==> src/design/adpi_pkg.sv <==
// Constants and types shared by the ancillary data packet framer
package adpi_pkg;
    // Packet type codes
    localparam logic [31:0] INS_TYPE = 32'hf5ab02ed;
    localparam logic [31:0] ACK_TYPE = 32'hac73b938;
    localparam logic [31:0] HB_TYPE = 32'h20120831;
    // Byte positions of the insertion header (little-endian fields)
    localparam int HDR_BYTES = 16;
    localparam int TX_BYTES = 32;
    localparam int OFS_TYPE = 0;
    localparam int OFS_PKT_SIZE = 4;
    localparam int OFS_DID = 6;
    localparam int OFS_SDID = 7;
    localparam int OFS_LINE = 8;
    localparam int OFS_PAY_SIZE = 10;
    localparam int OFS_USER_ID = 12;
    localparam logic [15:0] LINE_USE_DEFAULT = 16'h0000;
    // Timing
    localparam longint CLK_HZ = 25000000;
    localparam longint HB_PERIOD_S = 2;
    localparam longint HB_CYCLES = HB_PERIOD_S * CLK_HZ;
    // Embedded audio carrying data
    localparam int AUD_PAIRS = 8;
    localparam logic [4:0] DTYPE_UNKNOWN = 5'h00;

    typedef struct packed {
        logic [31:0] user_id;
        logic [15:0] pay_size;
        logic [15:0] line;
        logic [7:0] sdid;
        logic [7:0] did;
        logic [15:0] pkt_size;
        logic [31:0] ptype;
    } adpi_hdr_s;

    typedef struct packed {
        logic valid;
        logic [7:0] data;
        logic last;
    } adpi_byte_s;

    typedef enum logic [2:0] {
        ST_IDLE = 3'b000,
        ST_HDR = 3'b001,
        ST_PAY = 3'b011,
        ST_WAIT = 3'b010,
        ST_ACK = 3'b110,
        ST_HB = 3'b111,
        ST_DROP = 3'b101
    } adpi_state_e;
endpackage

==> src/design/adpi_framer.sv <==
// Ancillary data insertion packet framer with acknowledge and heartbeat
// Behaviour
// - One acknowledge per insertion, after placement
// - Heartbeat packet every two seconds when enabled
// - Insertion packet header field layout fixed
// - Line zero selects the software default line
// - Acknowledge echoes header, reports line actually used
// - Data audio pair flagged non-PCM, unknown type
`timescale 1ns/100ps
module adpi_framer #(
    parameter longint HB_CYCLES = adpi_pkg::HB_CYCLES
) (
    input wire logic ref_clk,
    input wire logic rstn,
    input wire logic ack_en,
    input wire logic hb_en,
    input wire logic [15:0] default_line,
    input wire logic rx_valid,
    input wire logic [7:0] rx_data,
    input wire logic rx_last,
    output logic rx_ready_q,
    output adpi_pkg::adpi_byte_s anc_q,
    output logic [7:0] anc_did_q,
    output logic [7:0] anc_sdid_q,
    output logic [15:0] anc_line_q,
    input wire logic anc_ready,
    input wire logic ins_done,
    output adpi_pkg::adpi_byte_s tx_q,
    input wire logic tx_ready,
    input wire logic dat_en,
    input wire logic [2:0] dat_pair,
    output logic [15:0] nonpcm_ch_q,
    output logic [4:0] data_type_q
);
    ////////////////////////////////////////////////////////////////////////////
    adpi_pkg::adpi_state_e st_q, st_d;
    adpi_pkg::adpi_hdr_s hdr_q, hdr_d;
    logic [127:0] hraw_q, hraw_d;
    logic [15:0] cnt_q, cnt_d;
    logic rx_ready_d;
    adpi_pkg::adpi_byte_s anc_d;
    logic [15:0] anc_line_d;
    logic [31:0] hb_cnt_q, hb_cnt_d;
    logic hb_pend_q, hb_pend_d;
    logic ser_start;
    logic [255:0] ser_pkt;
    logic ser_busy;
    logic take;
    adpi_pkg::adpi_hdr_s hparse;

    assign take = rx_valid && rx_ready_q;
    assign hparse = adpi_pkg::adpi_hdr_s'({rx_data, hraw_q[127:8]});

    ////////////////////////////////////////////////////////////////////////////
    // Heartbeat interval; a tick in the same cycle as the send keeps the flag
    always_comb begin
        hb_cnt_d = hb_cnt_q;
        hb_pend_d = hb_pend_q;
        if (!hb_en) begin
            hb_cnt_d = 32'h0000_0000;
            hb_pend_d = 1'b0;
        end else begin
            if (st_q == adpi_pkg::ST_HB) begin
                hb_pend_d = 1'b0;
            end
            if (hb_cnt_q == 32'(HB_CYCLES - 1)) begin
                hb_cnt_d = 32'h0000_0000;
                hb_pend_d = 1'b1;
            end else begin
                hb_cnt_d = hb_cnt_q + 32'h0000_0001;
            end
        end
    end

    ////////////////////////////////////////////////////////////////////////////
    always_comb begin
        st_d = st_q;
        hdr_d = hdr_q;
        hraw_d = hraw_q;
        cnt_d = cnt_q;
        anc_d = anc_q;
        anc_line_d = anc_line_q;
        ser_start = 1'b0;
        ser_pkt = '0;
        if (anc_q.valid && anc_ready) begin
            anc_d = '{valid: 1'b0, data: 8'h00, last: 1'b0};
        end
        case (st_q)
            adpi_pkg::ST_IDLE: begin
                cnt_d = 16'h0000;
                if (hb_pend_q && !ser_busy) begin
                    st_d = adpi_pkg::ST_HB;
                end else if (rx_valid) begin
                    st_d = adpi_pkg::ST_HDR;
                end
            end
            adpi_pkg::ST_HDR: begin
                if (take) begin
                    hraw_d = {rx_data, hraw_q[127:8]};
                    cnt_d = cnt_q + 16'h0001;
                    if (cnt_q == 16'(adpi_pkg::HDR_BYTES - 1)) begin
                        hdr_d = hparse;
                        cnt_d = 16'h0000;
                        if (hparse.line == adpi_pkg::LINE_USE_DEFAULT) begin
                            anc_line_d = default_line;
                        end else begin
                            anc_line_d = hparse.line;
                        end
                        // Wrong type, empty payload or early end: discard
                        if (hparse.ptype != adpi_pkg::INS_TYPE ||
                            hparse.pay_size == 16'h0000) begin
                            st_d = rx_last ? adpi_pkg::ST_IDLE : adpi_pkg::ST_DROP;
                        end else if (rx_last) begin
                            st_d = adpi_pkg::ST_IDLE;
                        end else begin
                            st_d = adpi_pkg::ST_PAY;
                        end
                    end else if (rx_last) begin
                        st_d = adpi_pkg::ST_IDLE;
                    end
                end
            end
            adpi_pkg::ST_PAY: begin
                if (take) begin
                    cnt_d = cnt_q + 16'h0001;
                    anc_d.valid = 1'b1;
                    anc_d.data = rx_data;
                    anc_d.last = (cnt_d == hdr_q.pay_size) || rx_last;
                    if (anc_d.last) begin
                        // Anything after the declared payload is dropped
                        st_d = rx_last ? adpi_pkg::ST_WAIT : adpi_pkg::ST_DROP;
                    end
                end
            end
            adpi_pkg::ST_DROP: begin
                if (take && rx_last) begin
                    st_d = (cnt_q != 16'h0000) ? adpi_pkg::ST_WAIT : adpi_pkg::ST_IDLE;
                end
            end
            adpi_pkg::ST_WAIT: begin
                if (ins_done) begin
                    st_d = (ack_en) ? adpi_pkg::ST_ACK : adpi_pkg::ST_IDLE;
                end
            end
            adpi_pkg::ST_ACK: begin
                if (!ser_busy) begin
                    ser_start = 1'b1;
                    ser_pkt = {128'h0, hdr_q.user_id, hdr_q.pay_size, anc_line_q,
                        hdr_q.sdid, hdr_q.did, hdr_q.pkt_size, adpi_pkg::ACK_TYPE};
                    st_d = adpi_pkg::ST_IDLE;
                end
            end
            adpi_pkg::ST_HB: begin
                ser_start = 1'b1;
                ser_pkt = {224'h0, adpi_pkg::HB_TYPE};
                st_d = adpi_pkg::ST_IDLE;
            end
            default: begin
                st_d = adpi_pkg::ST_IDLE;
            end
        endcase
        // Ready is registered, so payload moves at most one byte every other cycle
        // A payload byte still pending holds ready low in the drop state too
        rx_ready_d = (st_d == adpi_pkg::ST_HDR) ||
            (((st_d == adpi_pkg::ST_DROP) || (st_d == adpi_pkg::ST_PAY)) && !anc_d.valid);
        if (st_q == adpi_pkg::ST_DROP && st_d != adpi_pkg::ST_DROP) begin
            rx_ready_d = 1'b0;
        end
    end

    always_ff @(posedge ref_clk or negedge rstn) begin
        if (!rstn) begin
            st_q <= adpi_pkg::ST_IDLE;
            hdr_q <= '0;
            hraw_q <= '0;
            cnt_q <= 16'h0000;
            rx_ready_q <= 1'b0;
            anc_q <= '0;
            anc_line_q <= 16'h0000;
            hb_cnt_q <= 32'h0000_0000;
            hb_pend_q <= 1'b0;
        end else begin
            st_q <= st_d;
            hdr_q <= hdr_d;
            hraw_q <= hraw_d;
            cnt_q <= cnt_d;
            rx_ready_q <= rx_ready_d;
            anc_q <= anc_d;
            anc_line_q <= anc_line_d;
            hb_cnt_q <= hb_cnt_d;
            hb_pend_q <= hb_pend_d;
        end
    end

    always_ff @(posedge ref_clk or negedge rstn) begin
        if (!rstn) begin
            anc_did_q <= 8'h00;
            anc_sdid_q <= 8'h00;
        end else begin
            anc_did_q <= hdr_q.did;
            anc_sdid_q <= hdr_q.sdid;
        end
    end

    adpi_tx_ser u_ser (
        .ref_clk(ref_clk),
        .rstn(rstn),
        .start(ser_start),
        .pkt(ser_pkt),
        .tx_ready(tx_ready),
        .tx_q(tx_q),
        .busy_q(ser_busy)
    );

    ////////////////////////////////////////////////////////////////////////////
    // Pair index selects channels 2k,2k+1, so an odd boundary cannot be chosen
    generate
        for (genvar p = 0; p < adpi_pkg::AUD_PAIRS; p++) begin : g_pair
            always_ff @(posedge ref_clk or negedge rstn) begin
                if (!rstn) begin
                    nonpcm_ch_q[2*p +: 2] <= 2'h0;
                end else begin
                    nonpcm_ch_q[2*p +: 2] <= {2{dat_en && (dat_pair == 3'(p))}};
                end
            end
        end
    endgenerate

    always_ff @(posedge ref_clk or negedge rstn) begin
        if (!rstn) begin
            data_type_q <= adpi_pkg::DTYPE_UNKNOWN;
        end else begin
            data_type_q <= adpi_pkg::DTYPE_UNKNOWN;
        end
    end
endmodule

==> src/design/adpi_tx_ser.sv <==
// Byte serializer for the 32-byte acknowledgement and heartbeat packets
`timescale 1ns/100ps
module adpi_tx_ser (
    input wire logic ref_clk,
    input wire logic rstn,
    input wire logic start,
    input wire logic [255:0] pkt,
    input wire logic tx_ready,
    output adpi_pkg::adpi_byte_s tx_q,
    output logic busy_q
);
    logic [255:0] sh_q, sh_d;
    logic [4:0] cnt_q, cnt_d;
    logic busy_d;
    adpi_pkg::adpi_byte_s tx_d;

    always_comb begin
        sh_d = sh_q;
        cnt_d = cnt_q;
        busy_d = busy_q;
        tx_d = tx_q;
        if (!busy_q && start) begin
            // Byte 0 goes out first
            sh_d = pkt >> 8;
            cnt_d = 5'h00;
            busy_d = 1'b1;
            tx_d = '{valid: 1'b1, data: pkt[7:0], last: 1'b0};
        end else if (busy_q && tx_ready) begin
            if (tx_q.last) begin
                busy_d = 1'b0;
                tx_d = '{valid: 1'b0, data: 8'h00, last: 1'b0};
            end else begin
                cnt_d = cnt_q + 5'h01;
                tx_d.data = sh_q[7:0];
                tx_d.last = (cnt_q == 5'(adpi_pkg::TX_BYTES - 2));
                sh_d = sh_q >> 8;
            end
        end
    end

    always_ff @(posedge ref_clk or negedge rstn) begin
        if (!rstn) begin
            sh_q <= '0;
            cnt_q <= 5'h00;
            busy_q <= 1'b0;
            tx_q <= '0;
        end else begin
            sh_q <= sh_d;
            cnt_q <= cnt_d;
            busy_q <= busy_d;
            tx_q <= tx_d;
        end
    end
endmodule
==> config.mk <==
export PLATFORM = sky130hd
export DESIGN_NAME = adpi_framer
export DESIGN_NICKNAME = d
export VERILOG_FILES = /design/src/design/adpi_pkg.sv /design/src/design/adpi_framer.sv /design/src/design/adpi_tx_ser.sv
export SDC_FILE = /design/constraint.sdc
export NUM_CORES = 1
export LEC_CHECK = 0
export BUFFER_PORTS_ARGS = -buffer_cell sky130_fd_sc_hd__buf_4
export CAP_MARGIN = 20
export CELL_PAD_IN_SITES_DETAIL_PLACEMENT = 0
export CELL_PAD_IN_SITES_GLOBAL_PLACEMENT = 2
export CORE_UTILIZATION = 42
export DETAILED_ROUTE_END_ITERATION = 8
export PLACE_DENSITY = 0.8
export SLEW_MARGIN = 20
export SYNTH_ARGS = -nofsm -noshare
export SYNTH_HDL_FRONTEND = slang
export SYNTH_SLANG_ARGS = --single-unit
==> constraint.sdc <==
create_clock -name ref_clk -period 3.7 [get_ports ref_clk]
set_clock_uncertainty 0.15 [all_clocks]
set_input_delay 0.74 -clock ref_clk [delete_from_list [all_inputs] [get_ports ref_clk]]
set_output_delay 0.74 -clock ref_clk [all_outputs]
set_load 0.005 [all_outputs]
After elaboration in Yosys (flattened, before gate mapping)

Cells that the tools add are included.

Output and inout port bits: 74
Logic and storage cells: 142
Flip-flop bits (word level): 583
Bits of input ports: 37

Equal/unequal tests: 26
Reduce and logical (&&, ||, !) cells: 35
Add/subtract/negate cells: 3
Muxes and demuxes: 47

Operator list:

| operator                                         | number |
|---|---|
| 2-to-1 mux 256 bit                               | 3 |
| case mux 128 bit (2 select lines)                | 1 |
| 2-to-1 mux 128 bit                               | 1 |
| 2-to-1 mux 16 bit                                | 4 |
| 2-to-1 mux 32 bit                                | 2 |
| 2-to-1 mux 10 bit                                | 5 |
| case mux 16 bit (3 select lines)                 | 1 |
| 2-to-1 mux 3 bit                                 | 14 |
| adder 32 x 1 -> 32 bit (second input constant)   | 1 |
| == test 32 x 26 -> 1 bit (second input constant) | 1 |
| zero test 16 bit                                 | 2 |
| != test 32 bit (second input constant)           | 1 |
| == test 3 bit (second input constant)            | 8 |
| case mux 3 bit (6 select lines)                  | 1 |
| adder 16 x 1 -> 16 bit (second input constant)   | 1 |
| == test 16 bit                                   | 1 |
| == test 16 x 4 -> 1 bit (second input constant)  | 1 |
| logical AND 1 bit                                | 16 |
| nonzero test 16 bit                              | 1 |
| == test 3 x 2 -> 1 bit (second input constant)   | 5 |
| 2-to-1 mux 5 bit                                 | 3 |
| == test 3 x 1 -> 1 bit (second input constant)   | 3 |
| 2-to-1 mux 9 bit                                 | 1 |
| 2-to-1 mux 1 bit                                 | 8 |
| other kinds (14)                                 | 26 |

Longest topological paths before layout

Gate-level depths: netlist of the first run.

Word-level depth: 11
Depth in mapped cells: 10
Depth with buffers taken out: 8

Modules after synthesis

Synthesis of the first run repeated with hierarchy kept, for this count alone.

Cell total of the unflattened synthesis: 2800
Area total of the unflattened synthesis: 26178.9 um2

Modules (own cells, without submodules):

| module      | area an instance (um2) | cells an instance | times used | sequential area each (um2) |
|---|---|---|---|---|
| adpi_framer | 13426.6                | 1362              | 1          | 7582.3 |
| adpi_tx_ser | 12752.2                | 1438              | 1          | 6581.3 |

Worst setup path after synthesis of the first run

Ideal clock, no wire load.

Path type: in2reg
From: in rx_valid
To: reg hdr_q[120] (netlist name)
Buffers on the path: 3
Path slack: 1070 ps
Arrival: 2356 ps
Required time: 3425 ps
Stages: 8
Library setup time: 125 ps
Path through: nand2_1 > nor3_1 > nand2b_1 > clkbuf_1 > nor2_1 > clkbuf_1 > buf_2 > mux2_2

Cells in the longest elaborated chain, start to end: 2

Ends and longest elaborated chain:

| item                          | RTL line           | text |
|---|---|---|
| start: declaration            | adpi_framer.sv:18  | `input wire logic rx_valid,` |
| logical AND 1 bit             | adpi_framer.sv:51  | `assign take = rx_valid && rx_ready_q;` |
| AND reduction 3 bit (no line) | --                 |  |
| end signal: assignment        | adpi_framer.sv:184 | `hdr_q <= hdr_d;` |
| end: declaration              | adpi_framer.sv:37  | `adpi_pkg::adpi_hdr_s hdr_q, hdr_d;` |

No other way between the ends.
A chain may end at the register's enable or synchronous reset.

Worst setup path in the final report of the first run

From: reg cnt_q[0]
To: reg rx_ready_q

Cells in the longest elaborated chain, start to end: 11
Elaborated cells between the ends (all ways): 21
Those cells by class: add/sub (1); eq/ne (6); mux (8); reduce/logical (6)

Ends and longest elaborated chain:

| item                                                           | RTL line           | text |
|---|---|---|
| start: declaration                                             | adpi_framer.sv:39  | `logic [15:0] cnt_q, cnt_d;` |
| start signal: assignment                                       | adpi_framer.sv:186 | `cnt_q <= cnt_d;` |
| adder 16 x 1 -> 16 bit                                         | adpi_framer.sv:125 | `cnt_d = cnt_q + 16'h0001;` |
| == test 16 bit                                                 | adpi_framer.sv:128 | `anc_d.last = (cnt_d == hdr_q.pay_size) \|\| rx_last;` |
| logical OR 1 bit                                               | adpi_framer.sv:128 |  |
| 2-to-1 mux 3 bit                                               | adpi_framer.sv:129 | `if (anc_d.last) begin` |
| 2-to-1 mux 3 bit                                               | adpi_framer.sv:124 | `if (take) begin` |
| case mux 3 bit (6 select lines) *                              | adpi_framer.sv:88  | `case (st_q)` |
| net st_d[1]                                                    | adpi_framer.sv:36  | `adpi_pkg::adpi_state_e st_q, st_d;` |
| == test 3 bit / == test 3 x 2 -> 1 bit (equally long branches) | adpi_framer.sv:165 | `(((st_d == adpi_pkg::ST_DROP) \|\| (st_d == adpi_pkg::ST_PAY)) && !anc_d.valid);` |
| logical OR 1 bit                                               | adpi_framer.sv:165 |  |
| logical AND 1 bit                                              | adpi_framer.sv:165 |  |
| logical OR 1 bit                                               | adpi_framer.sv:164 | `rx_ready_d = (st_d == adpi_pkg::ST_HDR) \|\|` |
| 2-to-1 mux 1 bit *                                             | adpi_framer.sv:166 | `if (st_q == adpi_pkg::ST_DROP && st_d != adpi_pkg::ST_DROP) begin` |
| net rx_ready_d                                                 | adpi_framer.sv:40  | `logic rx_ready_d;` |
| end signal: assignment                                         | adpi_framer.sv:187 | `rx_ready_q <= rx_ready_d;` |
| end: declaration                                               | adpi_framer.sv:21  | `output logic rx_ready_q,` |

Mark *: on every way through the listed nets, which the timed path passes. The rest lies on a longest branch.

==> results of run 1 <==
==> critical path, delay by kind of cell (launching register included) <==
family / cells / cell delay (ns)
AO/OA/AOI/OAI: 3 / 0.58
adder cells (fa/ha/maj): 1 / 0.41
flip-flops: 1 / 0.52
AND/OR/NAND/NOR: 4 / 1.38
==> cell families after synthesis <==
logic type               count (synthesis)  share of synthesized area
adder cells (fa/ha/maj)                  5                   0.003349
flip-flops                             438                     0.5868
other                                    1                  0.0002008
buffers and inverters                  155                    0.03637
AO/OA/AOI/OAI                          321                     0.1046
XOR/XNOR                                53                    0.02485
multiplexers                            80                    0.04823
AND/OR/NAND/NOR                        858                     0.1955
==> registers in the layout, summed over array words and instances, names as in the netlist, 3 cells and up <==
name and cells:
u_ser.tx_q 9, anc_did_q 8, anc_sdid_q 8, hraw_q 120, u_ser.sh_q 120, hb_cnt_q 32, u_ser.cnt_q 5, cnt_q 16
st_q 3, hdr_q 80, anc_line_q 16, nonpcm_ch_q 8, anc_q 10
==> metal layers <==
| layer | vias to the layer above | wire length (um) | global-route usage |
|---|---|---|---|
| li1 | 6559 | - | - |
| met1 | 6844 | 23660 | 0.3189 |
| met2 | 190 | 21850 | 0.3334 |
| met3 | 56 | 1417 | 0.02795 |
| met4 | 0 | 900 | 0.06524 |
| met5 | - | 0 | 0 |
==> cell type report <==
type	instances	area (um^2)	area share
Multi-Input combinational cell	1322	7087	0.3259
Clock buffer	74	1511	0.06950
Clock inverter	13	176.4	0.008112
Tap cell	585	732.0	0.03366
Sequential cell	438	10960	0.5040
Inverter	16	61.31	0.002819
Timing Repair Buffer	136	1219	0.05604
==> path summary, 6_finish.rpt <==
check	start	to	cells after the start
setup / recovery	cnt_q[0]$_DFFE_PN0P_	rx_ready_q$_DFF_PN0_	8
hold / removal	dat_pair[0]	nonpcm_ch_q[8]$_DFF_PN0_	2
setup reg to reg	cnt_q[0]$_DFFE_PN0P_	rx_ready_q$_DFF_PN0_	8
hold reg to reg	hdr_q[51]$_DFFE_PN0P_	anc_did_q[3]$_DFF_PN0_	0
max in group asynchronous	rstn	hb_cnt_q[18]$_DFF_PN0_	3
min in group asynchronous	rstn	nonpcm_ch_q[4]$_DFF_PN0_	2
==> per-stage QoR <==
step | instance area [um^2] | setup slack, ns | cells | power (mW)
detailed placement | 20050 | 0.5310 | 2496 | 9.592
CTS | 21750 | 0.5187 | 2584 | 14.68
global route | 21750 | 0.1227 | 2584 | 15.31
floorplan | 18690 | 1.070 | 1915 | 8.254
global placement | 20050 | 0.6641 | 2496 | 9.532
finish | 21750 | 0.5558 | 2584 | 14.49
==> cell usage in the layout, fill, tap and decap left out, types with 4 or more instances in the layout <==
cell type and instances:
nor3_1 15, clkbuf_16 50, clkbuf_1 7, mux2_2 80
nand2b_1 15, conb_1 5, o31ai_1 5, and4_1 5
clkbuf_8 17, a22o_1 11, ha_1 5, o21ai_0 29
nor4_1 22, nand2_1 621, xnor2_1 25, nor2_1 75
inv_1 15, bufinv_16 4, nand4_1 18, a31oi_1 97
o22a_1 4, xor2_1 28, buf_12 15, or3_1 7
nor3b_1 4, a21oi_1 132, nand3_1 36, buf_4 119
clkinv_2 9, o41ai_1 4, a32o_1 8, nor2b_1 10
dfrtp_1 438
==> power by group through the flow <==
stage / registers (mW) / logic [mW] / clock network, mW
finish: 6.49 / 2.98 / 5.02
CTS: 6.50 / 3.03 / 5.15
floorplan: 6.19 / 2.06 / 0
global route: 6.62 / 3.36 / 5.34
global placement: 6.56 / 2.97 / 0
detailed placement: 6.57 / 3.02 / 0
==> repair_timing <==
item / CTS / global route
hold endpoints to repair: 57 / 0
hold buffers: 1 / 0
gates resized for setup: 0 / 0
buffers inserted: 0 / 0
==> results.py, run 1 <==
metrics = {
    "worst_setup_path": {
        "r2r_slack_ns": 0.56,
        "slowest_stage": "dfrtp_1",
        "cp_slowest_stage_delay_ns": 0.52,
        "path_cells": "ha_1 -> nand4_1 -> nor3_1 -> o2111ai_1 -> nand3b_1 -> nor4_1 -> o21ai_1 -> o31ai_1",
        "cp.arrival_ns": 3.47,
        "critPathKind": "flip-flop to flip-flop",
        "path_max_fanout": 11,
        "worstSetupStartpointType": "flip-flop",
        "end_kind": "flip-flop",
        "worstPathRequired_ns": 4.02,
    },
    "clock_tree": {
        "cts_tree": "built",
        "cts_made_buffers": 49,
        "clock-sinks": 438,
        "clkTransAtPathRegs_ns": 0.06,
        "htreeDepth": 2,
        "root_buffer": "clkbuf_16",
        "clock_latency_ns": 0.58,
        "cts_buffer_depth": 3,
    },
    "placed_design": {
        "io_buffer_count": 105,
        "place_congestion": 0.8370,
        "place_hpwl_mm": 29.94,
    },
    "global_route": {
        "grt_max_degree": 149,
        "grt_util_all_layers": 0.2168,
        "grt_pass1_wl_mm": 77.34,
        "grt_overflow": 0,
        "grt_pass1_vias": 13610,
        "antenna_found_initial": 0,
    },
    "power_and_ir_drop": {
        "powerDensity_mw_per_mm2": 666.1,
        "intPower_mw": 9.737,
        "clkPwrFrac": 0.346,
        "ir_drop_uv": 441.2,
        "p_seq_frac": 0.448,
        "power.switching_mw": 4.749,
        "sw_frac_of_total": 0.3278,
        "combinationalPowerShare": 0.206,
        "leakagePower_nw": 10.64,
    },
    "routing": {
        "dr_total_vias": 13650,
        "viasPerCell": 5.282,
        "drc": 0,
        "antenna_left": 0,
        "wl_per_cell_um": 18.51,
        "routed_wl_mm": 47.83,
        "dr.pass1.iters": 5,
        "drtIter0Drc": 1009,
    },
    "timing": {
        "slew_viol_final": 0,
        "rsz0062_at_grt": "no",
        "whs_ns": 0.2136,
        "setup_viol": 0,
        "post-route-period-util": 0.8498,
        "hold_viol": 0,
        "max_freq_mhz": 318.0,
        "worstMarginPinSlew_ns": 1.076,
        "max-slew-margin-rel": 0.2824,
        "period_minus_slack_ns": 3.144,
        "finalSetupTns_ns": 0,
    },
    "floorplanning": {
        "die_y_um": 212.9,
        "die_w_um": 212.9,
        "start_util": 0.4298,
        "io_pins": 111,
        "die_area_mm2": 0.04532,
        "coreArea_mm2": 0.04346,
        "rows": 76,
    },
    "finish": {
        "synthToLayoutAreaGrowth_pct": 16.43,
        "fillerInstances": 4124,
        "fin_nets": 2005,
        "drive_gt1_frac": 0.1581,
        "diodes": 0,
        "utilization": 0.5004,
    },
    "logic_synthesis": {
        "ys_ff_latch": 438,
        "yosysMostFrequentCell": "nand2_1",
        "ys.flop_type": "dfrtp_1",
        "synth-async-reset-ratio": 1.000,
        "synth.top_cell.area_share": 0.5868,
        "synth_area_leaders": "dfrtp_1 (59%), nand2_1 (12%), mux2_2 (4.8%), a21oi_1 (3.5%), a31oi_1 (3.2%)",
        "synth.avg_cell_area_um2": 9.774,
        "synth_enable_flop_cells": 0,
        "synth_cell_types": 71,
        "synth_cells": 1911,
        "syn_area_mm2": 0.01868,
        "synthTopCellsByCount": "nand2_1 (621), dfrtp_1 (438), a21oi_1 (132)",
        "seq_area_frac_synth": 0.5868,
        "synth_warnings": 0,
        "synth_top_area_cell": "dfrtp_1",
    },
    "worst_hold_path": {
        "hp-class": "input pin to flip-flop",
    },
    "run_status": {
        "outcome": "finished, final reports clean",
    },
    "run": {
        "drv_cap": 0,
    },
}
No activity file was read; power rests on OpenSTA's default activity.
==> inputs of run 2 (changes only) <==
--- a/config.mk
+++ b/config.mk
@@ -5,13 +5,14 @@
 export SDC_FILE = /design/constraint.sdc
 export NUM_CORES = 1
 export LEC_CHECK = 0
+export ABC_AREA = 1
 export BUFFER_PORTS_ARGS = -buffer_cell sky130_fd_sc_hd__buf_4
 export CAP_MARGIN = 20
 export CELL_PAD_IN_SITES_DETAIL_PLACEMENT = 0
 export CELL_PAD_IN_SITES_GLOBAL_PLACEMENT = 2
-export CORE_UTILIZATION = 42
+export CORE_UTILIZATION = 38
 export DETAILED_ROUTE_END_ITERATION = 8
-export PLACE_DENSITY = 0.8
+export PLACE_DENSITY = 0.75
 export SLEW_MARGIN = 20
 export SYNTH_ARGS = -nofsm -noshare
 export SYNTH_HDL_FRONTEND = slang
==> constraint.sdc (replaced) <==
create_clock -name ref_clk -period 2.9 [get_ports ref_clk]
set_clock_uncertainty 0.15 [all_clocks]
set_input_delay 0.58 -clock ref_clk [delete_from_list [all_inputs] [get_ports ref_clk]]
set_output_delay 0.58 -clock ref_clk [all_outputs]
set_load 0.005 [all_outputs]
==> run 2 against run 1 <==
  * Largest power group unchanged
  * Critical path type unchanged
  * Flip-flop and latch count stayed put
  * Non-clock buffer count is 13 higher
  * Synthesized cell count is 11% higher
  * Highest routed layer unchanged
  * Synthesized area is 0.44% higher
  * Setup slack worse by 0.25 ns
==> results.py, run 2 <==
metrics = {
    "finish": {
        "top_regs": "hraw_q: 120 flops, u_ser.sh_q: 120 flops, hdr_q: 80 flops",
        "drive_gt1_frac": 0.1200,
        "synthToLayoutAreaGrowth_pct": 17.22,
        "final_cells": 2915,
        "mostFrequentLayoutCells": "nand2_1 (476), dfrtp_1 (438), o21ai_0 (369)",
        "final_common_cell": "nand2_1",
        "fillerInstances": 4852,
        "design_area_mm2": 0.02199,
        "fin_nets": 2254,
    },
    "power_and_ir_drop": {
        "leakagePower_nw": 10.31,
        "intPower_mw": 12.70,
        "ir_drop_uv": 449.8,
        "sw_frac_of_total": 0.3292,
        "power_mw": 18.94,
        "clkPwrFrac": 0.323,
        "powerDensity_mw_per_mm2": 861.2,
        "combinationalPowerShare": 0.215,
        "p_seq_frac": 0.462,
        "power.switching_mw": 6.235,
    },
    "logic_synthesis": {
        "synth_cells": 2119,
        "synth_top_area_cell": "dfrtp_1",
        "synth.top_cell.area_share": 0.5842,
        "synth_area_leaders": "dfrtp_1 (58%), o21ai_0 (9.8%), nand2_1 (9.5%), inv_1 (5.7%), nor2_1 (2.0%)",
        "synthTopCellsByCount": "nand2_1 (477), dfrtp_1 (438), o21ai_0 (369)",
        "synth_top_family_by_area": "simple AND/OR/NAND/NOR gates",
        "yosys-mux-area-fraction": 0.002401,
        "synth_xor_area_frac": 0.006536,
        "synth_adder_area_share": 0.003335,
        "syn_area_mm2": 0.01876,
        "synth.avg_cell_area_um2": 8.853,
        "synth_cell_types": 48,
        "synth-async-reset-ratio": 1.000,
        "yosysMostFrequentCell": "nand2_1",
        "seq_area_frac_synth": 0.5842,
        "synth_compound_area_frac": 0.1473,
        "synth_warnings": 0,
        "ys.flop_type": "dfrtp_1",
        "synthSimpleGateAreaFrac": 0.1704,
        "synth_enable_flop_cells": 0,
        "ys_ff_latch": 438,
    },
    "timing": {
        "max_freq_mhz": 385.5,
        "slew_viol_final": 0,
        "finalSetupTns_ns": 0,
        "post-route-period-util": 0.8945,
        "rsz0062_at_grt": "no",
        "period_minus_slack_ns": 2.594,
        "whs_ns": 0.08192,
        "hold_viol": 0,
        "max-slew-margin-rel": 0.5253,
        "setup_viol": 0,
        "worstMarginPinSlew_ns": 0.7055,
    },
    "clock_tree": {
        "clkTransAtPathRegs_ns": 0.06,
        "cts_tree": "built",
        "post_cts_buffers": 0,
        "cts_buffer_depth": 3,
        "cts_made_buffers": 49,
        "clock_latency_ns": 0.59,
        "root_buffer": "clkbuf_16",
        "htreeDepth": 2,
        "clock-sinks": 438,
    },
    "worst_setup_path": {
        "worstSetupStartpointType": "flip-flop",
        "end_kind": "flip-flop",
        "cp_slowest_stage_delay_ns": 0.45,
        "rr_worst_depth": 16,
        "worstPathRequired_ns": 3.20,
        "path_max_fanout": 6,
        "slowest_stage": "dfrtp_1",
        "critPathKind": "flip-flop to flip-flop",
        "cp.arrival_ns": 2.89,
        "cpMostUsedCell": "nand2_1",
        "path_cells": "ha_1 -> nand3_1 -> nor2_2 -> nand3_1 -> nand2_1 -> nand3_1 -> nand2_1 -> nand2_1 -> nor2_1 -> nand3_1 -> nand2_1 -> nand2_1 -> nand2_1 -> a21oi_1 -> nand2_1 -> a21oi_2",
    },
    "floorplanning": {
        "rows": 81,
        "io_pins": 111,
        "die_area_mm2": 0.05026,
        "start_util": 0.3840,
        "coreArea_mm2": 0.04885,
        "die_y_um": 224.2,
        "die_w_um": 224.2,
    },
    "run": {
        "drv_cap": 0,
    },
    "routing": {
        "drtIter0Drc": 1003,
        "viasPerCell": 4.948,
        "dr.pass1.iters": 6,
        "dr_total_vias": 14420,
        "drc": 0,
        "wl_per_cell_um": 17.96,
        "routed_wl_mm": 52.35,
        "antenna_left": 0,
    },
    "placed_design": {
        "place_area_mm2": 0.02039,
        "place_hpwl_mm": 35.14,
        "place_congestion": 0.7845,
        "dp_cells": 2824,
        "io_buffer_count": 105,
    },
    "global_route": {
        "grt_overflow": 0,
        "grt_pass1_wl_mm": 84.18,
        "grt_pass1_vias": 14610,
        "grt_util_all_layers": 0.2149,
        "grt_max_degree": 78,
        "antenna_found_initial": 1,
    },
    "run_status": {
        "outcome": "finished, final reports clean",
    },
    "worst_hold_path": {
        "hp-class": "input pin to flip-flop",
        "hold_depth": 3,
    },
}
## run 2: changes by cell type in the layout (fill, tap and decap cells not counted), sizes merged, moves of 17 or more
| cell | before | now |
|---|---|---|
| a21oi | 133 | 46 |
| a22oi | 3 | 38 |
| nor2 | 77 | 109 |
| nand2 | 621 | 483 |
| inv | 15 | 293 |
| nand3 | 37 | 59 |
| o21ai | 32 | 380 |
| nand4 | 19 | 38 |
| mux2 | 80 | 4 |
| a31oi | 97 | 11 |
| nor3 | 15 | 34 |
| xnor2 | 25 | 3 |
| xor2 | 28 | 11 |
## run 2: layer usage
| layer | global-route usage | share of wire |
|---|---|---|
| met1 | 0.3083 | 0.48 |
| met2 | 0.3455 | 0.47 |
| met3 | 0.02728 | 0.037 |
| met4 | 0.05179 | 0.016 |
| met5 | 0 | 0 |
## run 2: worst max-delay path, delay by kind of cell (launching register included)
| kind | cells | cell delay, ns |
|---|---|---|
| AOI/OAI and AO/OA | 2 | 0.13 |
| adders and majority gates | 1 | 0.25 |
| DFF | 1 | 0.45 |
| and+or+nand+nor | 13 | 1.49 |
## run 2: layout make-up
type                    count  area (um^2)  share of cell area
flip-flops and latches    438        10960              0.4984
repair buffers            149         1279             0.05815
inverters                 293         1100             0.05001
well taps                 664        830.8             0.03778
multi-input cells        1281         6235              0.2835
clock inverters            11        97.59            0.004438
diodes                      1        2.502           0.0001138
clock buffers              78         1486             0.06759
## run 2: what timing repair did
action	in CTS	in global routing
hold buffers	1	0
endpoints found under the hold margin	36	0
resized for setup	0	0
## run 2: cells by family after synthesis
kind of cell / Yosys count
other: 1
XOR/XNOR: 14
flip-flops: 438
buffers and inverters: 404
adder cells (fa/ha/maj): 5
multiplexers: 4
AO/OA/AOI/OAI: 511
AND/OR/NAND/NOR: 742
## run 2: final timing paths
| check | endpoint | slack (ns) | startpoint |
|---|---|---|---|
| min | hraw_q[122]$_DFFE_PN0P_ | 0.08 | rx_data[2] |
| min in group asynchronous | cnt_q[14]$_DFFE_PN0P_ | 0.36 | rstn |
| max in group asynchronous | u_ser.cnt_q[4]$_DFFE_PN0P_ | 1.32 | rstn |
| max | rx_ready_q$_DFF_PN0_ | 0.31 | cnt_q[0]$_DFFE_PN0P_ |
| max reg2reg | rx_ready_q$_DFF_PN0_ | 0.31 | cnt_q[0]$_DFFE_PN0P_ |
| min reg2reg | anc_sdid_q[5]$_DFF_PN0_ | 0.26 | hdr_q[61]$_DFFE_PN0P_ |
## run 2: power groups by stage
stage | Combinational (mW) | Sequential [mW] | Clock (mW)
finish | 4.08 | 8.75 | 6.11
detailed placement | 4.14 | 8.84 | 0
floorplan | 2.75 | 8.39 | 0
CTS | 4.17 | 8.76 | 6.30
global placement | 4.08 | 8.85 | 0
global route | 4.76 | 8.93 | 6.52
## run 2: stage by stage
step	util	setup WS, ns
6_report	0.4502	0.3060
5_1_grt	0.4501	0.07381
4_1_cts	0.4501	0.2839
3_5_place_dp	0.4175	0.3060
3_3_place_gp	0.4175	0.3244
2_1_floorplan	-	0.8184
